File: src/common/wdtio_map.vh
/*
 Constants for the I/O-port watchdog: port address, control byte fields,
 reset values and timing counts. Assumes inclusion by the watchdog logic only.
 // Function
 // Decode control register at port 0x214
 // Watchdog disabled after system reset
 // Trigger write clears elapsed counter
 // Timeout gives reset pulse or IRQ9
 // Bit 7 enables or disables watchdog
 // Bit 6 selects response; bits 5:0 period
 // 0xC8 resets after eight seconds
 // 0x88 raises IRQ9 after eight seconds
 // Period field counts whole seconds
 // Bit 7 clear disables, cancels pending response
 // Software retriggers within every period
 // New period adopted, counting restarts
 // Prescaled one-second tick, fixed reset pulse
*/
`ifndef WDTIO_MAP_VH
`define WDTIO_MAP_VH

`define WDTIO_PORT_ADDR    16'h0214
`define WDTIO_CTRL_RESET   8'h00
`define WDTIO_BIT_ENABLE   7
`define WDTIO_BIT_RESP     6
`define WDTIO_PERIOD_HI    5
`define WDTIO_PERIOD_LO    0
`define WDTIO_CLK_HZ       10000000
`define WDTIO_TICK_NS      1000000000
`define WDTIO_CLK_NS       100
`define WDTIO_TICK_CYCLES  (`WDTIO_TICK_NS / `WDTIO_CLK_NS)
`define WDTIO_RST_CYCLES   16

`endif

File: src/logic/wdtio_top.v
/*
 Watchdog timer behind one write-only 8-bit I/O port.
 Assumes a one-cycle io write strobe with address and data valid with it,
 all synchronous to ref_clk.
*/
`timescale 1ns/1ps
`default_nettype none
`include "wdtio_map.vh"

module wdtio_top #(
	parameter integer TICK_CYCLES = `WDTIO_TICK_CYCLES,
	parameter integer RST_CYCLES  = `WDTIO_RST_CYCLES
) (
	// Clock, reset, enable
	input  wire        ref_clk,
	input  wire        rst_n,
	input  wire        clk_en,
	// I/O write port
	input  wire [15:0] io_addr,
	input  wire [7:0]  io_wdata,
	input  wire        io_wr,
	// Responses
	output reg         sys_rst_out,
	output reg         irq9_out,
	output wire        wdt_active
);
	reg  [7:0] ctrl_r;
	reg  [5:0] elapsed_r;
	reg  [7:0] rst_cnt_r;
	reg        expired_r;
	wire       hit;
	wire       tick;
	wire       en;
	wire [5:0] period;

	assign hit    = io_wr && (io_addr == `WDTIO_PORT_ADDR);
	assign en     = ctrl_r[`WDTIO_BIT_ENABLE];
	assign period = ctrl_r[`WDTIO_PERIOD_HI:`WDTIO_PERIOD_LO];
	assign wdt_active = en;

	// Seconds counted once the current tick is taken
	function [5:0] sec_next;
		input [5:0] secs;
		begin
			sec_next = secs + 6'h01;
		end
	endfunction

	// Writes restart the second so a trigger gives a full period
	wdtio_prescale #(
		.TICK_CYCLES(TICK_CYCLES)
	) u_pre (
		.ref_clk(ref_clk),
		.rst_n  (rst_n),
		.clk_en (clk_en),
		.clear  (hit),
		.tick   (tick)
	);

	always @(posedge ref_clk) begin
		if (!rst_n) begin
			ctrl_r      <= `WDTIO_CTRL_RESET;
			elapsed_r   <= 6'h00;
			expired_r   <= 1'b0;
			rst_cnt_r   <= 8'h00;
			sys_rst_out <= 1'b0;
			irq9_out    <= 1'b0;
		end else if (clk_en) begin
			if (hit) begin
				ctrl_r    <= io_wdata;
				elapsed_r <= 6'h00;
				expired_r <= 1'b0;
				if (!io_wdata[`WDTIO_BIT_ENABLE]) begin
					irq9_out    <= 1'b0;
					sys_rst_out <= 1'b0;
					rst_cnt_r   <= 8'h00;
				end else if (!io_wdata[`WDTIO_BIT_RESP])
					irq9_out <= 1'b0;
			end else if (en && !expired_r && tick) begin
				if (sec_next(elapsed_r) >= period) begin
					expired_r <= 1'b1;
					if (ctrl_r[`WDTIO_BIT_RESP]) begin
						sys_rst_out <= 1'b1;
						rst_cnt_r   <= RST_CYCLES[7:0];
					end else
						irq9_out <= 1'b1;
				end else
					elapsed_r <= sec_next(elapsed_r);
			end
			// Fixed-length reset pulse; only a disabling write may cut it short
			if (sys_rst_out && !(hit && !io_wdata[`WDTIO_BIT_ENABLE])) begin
				if (rst_cnt_r <= 8'h01) begin
					sys_rst_out <= 1'b0;
					rst_cnt_r   <= 8'h00;
				end else
					rst_cnt_r <= rst_cnt_r - 8'h01;
			end
		end
	end
endmodule // wdtio_top
`default_nettype wire

File: src/logic/wdtio_prescale.v
/*
 One-second tick prescaler for the watchdog.
 Assumes ref_clk at the documented rate; clear restarts the second.
*/
`timescale 1ns/1ps
`default_nettype none
`include "wdtio_map.vh"

module wdtio_prescale #(
	parameter integer TICK_CYCLES = `WDTIO_TICK_CYCLES
) (
	// Clock and control
	input  wire ref_clk,
	input  wire rst_n,
	input  wire clk_en,
	input  wire clear,
	// Tick out
	output reg  tick
);
	reg [31:0] cnt_r;

	always @(posedge ref_clk) begin
		if (!rst_n) begin
			cnt_r <= 32'h0;
			tick  <= 1'b0;
		end else if (clk_en) begin
			if (clear) begin
				cnt_r <= 32'h0;
				tick  <= 1'b0;
			end else if (cnt_r == TICK_CYCLES - 1) begin
				cnt_r <= 32'h0;
				tick  <= 1'b1;
			end else begin
				cnt_r <= cnt_r + 32'h1;
				tick  <= 1'b0;
			end
		end
	end
endmodule // wdtio_prescale
`default_nettype wire

File: config.mk
export PLATFORM = sky130hd
export DESIGN_NAME = wdtio_top
export DESIGN_NICKNAME = d
export VERILOG_FILES = /design/src/logic/wdtio_top.v /design/src/logic/wdtio_prescale.v
export VERILOG_INCLUDE_DIRS = /design/src /design/src/common
export SDC_FILE = /design/constraint.sdc
export NUM_CORES = 1
export LEC_CHECK = 0
export BUFFER_PORTS_ARGS = -buffer_cell sky130_fd_sc_hd__buf_2
export CAP_MARGIN = 40
export CORE_UTILIZATION = 53
export DETAILED_ROUTE_END_ITERATION = 8
export PLACE_DENSITY = 0.76
export SYNTH_ARGS = -nofsm -noshare
export SYNTH_HDL_FRONTEND = slang
export SYNTH_SLANG_ARGS = --single-unit
File: constraint.sdc
create_clock -name ref_clk -period 2.1 [get_ports ref_clk]
set_input_delay 0.21 -clock ref_clk [delete_from_list [all_inputs] [get_ports ref_clk]]
set_output_delay 0.21 -clock ref_clk [all_outputs]
set_load 0.005 [all_outputs]
==> results of run 1 <==
## path summary, 6_finish.rpt
path	cells past startpoint	slack [ps]	to
worst min-delay path	3	100	ctrl_r[0]$_SDFFE_PN0P_
worst max register to register	9	-90	rst_cnt_r[1]$_SDFFE_PN0P_
worst max-delay path	9	-90	rst_cnt_r[1]$_SDFFE_PN0P_
worst min register to register	2	470	rst_cnt_r[7]$_SDFFE_PN0P_
## state kept, by name, indices dropped and copies added (netlist names)
register,count
ctrl_r,8
elapsed_r,6
expired_r,1
irq9_out,1
rst_cnt_r,8
sys_rst_out,1
u_pre.cnt_r,32
u_pre.tick,1
## synthesized netlist by cell type, types with 2 or more instances
library cell	n
nor4_1	5
xnor2_1	14
nand3_1	18
nor2_1	55
nand4_1	13
o22a_1	3
o21ai_1	5
or3_1	3
ha_1	10
nor4_2	2
dfxtp_1	58
clkbuf_1	3
o31ai_1	2
buf_2	2
o211ai_1	2
o21ai_0	3
mux2i_1	10
inv_1	15
nand2b_1	2
nor2b_1	3
a21oi_1	10
a22o_1	3
o31a_1	2
buf_4	2
nor4b_2	3
nand4_2	2
and3_1	3
nor3_1	6
xor2_1	18
nand3b_1	2
and4_1	3
nand2_1	33
## metrics by stage
step	utilization [%]	hold slack (ps)	total power, mW
final	69.4	104	2.08
after global routing	69.4	110	2.15
after detailed placement	64.7	456	1.21
after floorplan	-	354	1.17
after CTS	68.5	100	2.11
after global placement	64.7	443	1.21
## worst min-delay path, stage by stage
cell	delay, ps
buf_2	80
mux2i_1	50
nor2_1	70
## metal layers
layer	up-vias	GRT usage, %	share of wire, %
met4	0	12.3	2.4
met5	-	0	0
met1	1195	26.5	46
li1	1323	-	-
met2	54	39.7	47
met3	14	3.81	4.0
## cell usage in the layout (no fill, tap or decap), drive strengths merged, types with 12 or more instances in the layout
cell    count
nand3      18
buf        52
nor2       56
xor2       18
nand4      16
xnor2      14
inv        16
dfxtp      58
clkbuf     12
nand2      33
## repair_timing
action                     in CTS  in global routing
gates cloned                    0                  0
pin swaps                       8                  7
resized for setup               9                  5
setup endpoints to repair      17                 46
buffers inserted                1                  2
## cells by family (layout without fill, tap and decap cells)
group | after synthesis | in the layout | synth area share [%]
adder cells (fa/ha/maj) | 10 | 10 | 4.19
multiplexers | 11 | 11 | 3.73
buffers and inverters | 24 | 83 | 3.60
AND/OR/NAND/NOR | 168 | 168 | 30.8
flip-flops | 58 | 58 | 38.9
XOR/XNOR | 32 | 32 | 9.38
AO/OA/AOI/OAI | 39 | 39 | 9.42
## area by class of cell
| class | instances | area, um2 |
|---|---|---|
| clock inverters | 3 | 15.0 |
| flip-flops and latches | 58 | 1170 |
| multi-input cells | 260 | 1840 |
| inverters | 16 | 60.1 |
| well taps | 70 | 87.6 |
| clock buffers | 12 | 155 |
| fillers | 430 | 1610 |
| repair buffers | 52 | 328 |
## power by group through the flow
| stage | combinational, mW | sequential [mW] | clock [mW] |
|---|---|---|---|
| 3_3_place_gp | 0.0760 | 1.13 | 0 |
| 6_report | 0.0779 | 1.10 | 0.901 |
| 3_5_place_dp | 0.0770 | 1.13 | 0 |
| 5_1_grt | 0.0865 | 1.10 | 0.962 |
| 2_1_floorplan | 0.0378 | 1.13 | 0 |
| 4_1_cts | 0.0782 | 1.10 | 0.926 |
==> flow_metrics.tcl, run 1 <==
set metrics [dict create \
    irDropWorstVdd_mv 0.385 \
    worstSkewPairLatency_ps 340 \
    slew_violations 0 \
    crit_required_ps 2360 \
    status "finished with violations" \
    worstPathMaxFanout 7 \
    power_frac_comb_pct 3.7 \
    ctsHoldBuffers 0 \
    syn_nets 380 \
    grt_pass1_vias 2544 \
    synth_top_area_share_pct 38.9 \
    grt-ovfl-total 0 \
    antenna_found_initial 0 \
    drive_above_1_share_pct 24.2 \
    rr_startpoint "elapsed_r[0]$_SDFFE_PN0P_" \
    power_leakage_nw 1.52 \
    die_height_um 77.1 \
    clock_sink_count 58 \
    tns_ps -536 \
    critPathTopFamily "simple AND/OR/NAND/NOR gates" \
    cp-start-kind "flop" \
    vias 2586 \
    grt_pass1_wl_um 10900 \
    antennaDiodeCount 0 \
    postPlaceCellArea_mm2 0.00341 \
    ys.flop_type "dfxtp_1" \
    grt_util_all_layers_pct 22.8 \
    syn-instance-count 342 \
    p_seq_share_pct 53.0 \
    viasPerCell 5.49 \
    ys_seq_elements 58 \
    min_path_type "primary input to flop" \
    rsz0062_at_grt "yes" \
    fp-row-count 26 \
    slowest_stage "dfxtp_4" \
    syn_avg_cell_area_um2 8.74 \
    area_growth_syn_to_layout_pct 22.4 \
    final_cell_area_mm2 0.00366 \
    fmax_mhz 457 \
    setup_slack_ps -88.8 \
    cp_num_buf_inv 0 \
    fin_crit_ps 2190 \
    synth_edf_count 0 \
    finalHoldViolCount 0 \
    period_share_pct 104 \
    synth_area_mm2 0.00299 \
    yosysUniqueCellTypes 59 \
    pwr-share-clk_pct 43.3 \
    slowest_delay_ps 380 \
    die_w_um 77.1 \
    yosys_warnings 0 \
    switchingPower_mw 0.468 \
    wl_per_cell_um 13.3 \
    grt_max_degree 30 \
    critPathArrivalTime_ps 2450 \
    ant_nets 0 \
    drt_wl_total_um 6250 \
    clk_pin_slew_ps 70 \
    final_cells 471 \
    relSlewSlack_pct 70.3 \
    skew_ps 6.74 \
    h-tree-depth 3 \
    setup_violations 13 \
    async_flop_share_pct 0 \
    gp_congestion 0.783 \
    internal-power_mw 1.61 \
    dp_slack_ps -182 \
    switching_share_pct 22.5 \
    dpl.cell_count 454 \
    dp_hpwl_um 4400 \
    drc 0 \
    end_kind "flop" \
    crit_chain "nand3_4 > and2_4 > or2_4 > ha_4 > nand4_1 > o221ai_4 > a311oi_4 > nor2_4 > mux2i_1" \
    pin_count 31 \
    cap_violations 0 \
    critPathKind "flop to flop" \
    drt_iter0_drc 140 \
    seq_area_frac_synth_pct 38.9 \
    finalNetCount 435 \
    cts_buffers 9 \
    clockBufferDepth 2 \
    crit_start "elapsed_r[0]$_SDFFE_PN0P_" \
    core_area_mm2 0.00527 \
    tritoncts "done" \
    clock-root-buffer "clkbuf_8" \
    violations "negative setup slack" \
    port_buffers 30 \
    ys_top_cells_by_area "dfxtp_1 39%, nor2_1 6.9%, xor2_1 5.3%" \
    hp-start "io_wdata[0]" \
    start_util_pct 56.7 \
    worst_pin_slew_ps 442 \
    fp.dieArea_mm2 0.00594 \
    dr.pass1.iters 5 \
    yosysTopAreaCell "dfxtp_1" \
    powerDensity_mw_per_mm2 569 \
]
(Power assumes the default switching activity.)
==> run 2: changes to the inputs <==
--- a/config.mk
+++ b/config.mk
@@ -8,6 +8,7 @@
 export LEC_CHECK = 0
 export BUFFER_PORTS_ARGS = -buffer_cell sky130_fd_sc_hd__buf_2
 export CAP_MARGIN = 40
+export CORE_MARGIN = 2
 export CORE_UTILIZATION = 53
 export DETAILED_ROUTE_END_ITERATION = 8
 export PLACE_DENSITY = 0.76
==> run 2 against run 1 <==
Net effect:
- the flow still finishes with violations (negative setup slack)
- clock skew about the same
- die area is 5.3% higher
- sequential cell count did not move
- critical path depth up 1
- sequential share of layout area down 0.45 points
- sequential power hardly changed
- via count is the same
- combinational power decreased by 0.5%
- highest routed layer unchanged
==> flow_metrics.tcl, run 2 (same netlist as run 1, synthesis figures left out) <==
set metrics [dict create \
    rr_startpoint "elapsed_r[1]$_SDFFE_PN0P_" \
    fin_util_pct 67.8 \
    area_growth_syn_to_layout_pct 24.2 \
    switchingPower_mw 0.478 \
    min_path_type "primary input to flop" \
    power_leakage_nw 1.55 \
    critPathArrivalTime_ps 2540 \
    vias 2586 \
    port_buffers 30 \
    final_cell_area_mm2 0.00371 \
    largest_register_ffs 32 \
    fin_crit_ps 2310 \
    irDropWorstVdd_mv 0.428 \
    p_seq_share_pct 50.5 \
    crit_start "elapsed_r[1]$_SDFFE_PN0P_" \
    clockBufferDepth 2 \
    grt_pass1_vias 2513 \
    start_util_pct 54.6 \
    dr.pass1.iters 4 \
    tritoncts "done" \
    whs_ps 109 \
    ant_nets 0 \
    clk_pin_slew_ps 70 \
    die_w_um 79.1 \
    reg_top3 "u_pre.cnt_r x32, ctrl_r x8, rst_cnt_r x8" \
    largest_register "u_pre.cnt_r" \
    finalNetCount 437 \
    drc 0 \
    cap_violations 0 \
    power_frac_comb_pct 3.6 \
    worstSkewPairLatency_ps 340 \
    viasPerCell 5.44 \
    dp_slack_ps -166 \
    setup_slack_ps -208 \
    antenna_found_initial 0 \
    drive_above_1_share_pct 25.3 \
    clock_sink_count 58 \
    crit_required_ps 2330 \
    pin_count 31 \
    slew_violations 0 \
    fmax_mhz 433 \
    core_area_mm2 0.00547 \
    worstPathMaxFanout 7 \
    antennaDiodeCount 0 \
    rsz0062_at_grt "yes" \
    grt_max_degree 30 \
    end_kind "flop" \
    relSlewSlack_pct 72.3 \
    cp-start-kind "flop" \
    status "finished with violations" \
    gp_congestion 0.816 \
    worst_pin_slew_ps 412 \
    period_share_pct 110 \
    grt_util_all_layers_pct 22.1 \
    total_power_mw 2.18 \
    setup_violations 17 \
    critPathKind "flop to flop" \
    layout_common_cells "54 x nor2_1, 54 x dfxtp_1, 33 x nand2_1" \
    switching_share_pct 21.9 \
    pwr-share-clk_pct 45.9 \
    grt_pass1_wl_um 10900 \
    dp_hpwl_um 4580 \
    clock-root-buffer "clkbuf_8" \
    violations "negative setup slack" \
    die_height_um 79.1 \
    grt-ovfl-total 0 \
    fp-row-count 27 \
    skew_ps 7.13 \
    hp-start "io_wdata[5]" \
    cts_buffers 9 \
    ctsHoldBuffers 0 \
    postPlaceCellArea_mm2 0.00340 \
    wl_per_cell_um 13.9 \
    finalHoldViolCount 0 \
    drt_iter0_drc 91 \
    fp.dieArea_mm2 0.00625 \
    internal-power_mw 1.70 \
    drt_wl_total_um 6590 \
    h-tree-depth 3 \
    powerDensity_mw_per_mm2 588 \
]
==> run 2: power groups by stage <==
stage	clock network (mW)	registers (mW)	logic, mW
detailed placement	0	1.13	0.0774
global route	1.08	1.10	0.0859
global placement	0	1.13	0.0757
CTS	1.03	1.10	0.0778
floorplan	0	1.13	0.0378
finish	1.00	1.10	0.0775
==> run 2: final cells by class <==
class	count	area, um2
multi-input combinational	260	1860
clock buffer	12	145
inverter	16	60.1
sequential	58	1170
fill	456	1760
clock inverter	3	40.0
tap	72	90.1
timing repair buffer	54	347
==> run 2: layer usage <==
layer	up-vias	global-route usage [%]	part of all wire [%]
met1	1188	25.8	46
met5	-	0	0
li1	1322	-	-
met4	0	10.9	0.82
met3	4	5.68	4.7
met2	72	37.4	48
==> run 2: worst paths after layout <==
check / end / slack [ps] / cells past startpoint
setup / recovery: elapsed_r[0]$_SDFFE_PN0P_ / -210 / 10
hold / removal: ctrl_r[5]$_SDFFE_PN0P_ / 110 / 3
setup reg to reg: elapsed_r[0]$_SDFFE_PN0P_ / -210 / 10
hold reg to reg: rst_cnt_r[7]$_SDFFE_PN0P_ / 490 / 2
==> run 2: critical path, stage by stage (launching register included) <==
cell and delay [ps]:
dfxtp_4 380, nand3_4 90, and2_4 150, or2_4 230
ha_4 290, nand4_1 150, o221ai_4 280, buf_4 170
nor4_4 40, buf_4 170, mux2_2 260
==> run 2: repair_timing <==
| action | CTS | global route |
|---|---|---|
| resized for setup | 9 | 9 |
| endpoints found under the setup margin | 17 | 46 |
| pin swaps | 9 | 11 |
| setup buffers | 1 | 5 |
==> run 2: metrics by stage <==
step | instances | TNS [ps]
floorplan | 342 | -318
global placement | 455 | -489
detailed placement | 455 | -1400
CTS | 470 | -647
global route | 475 | -4340
finish | 475 | -2350
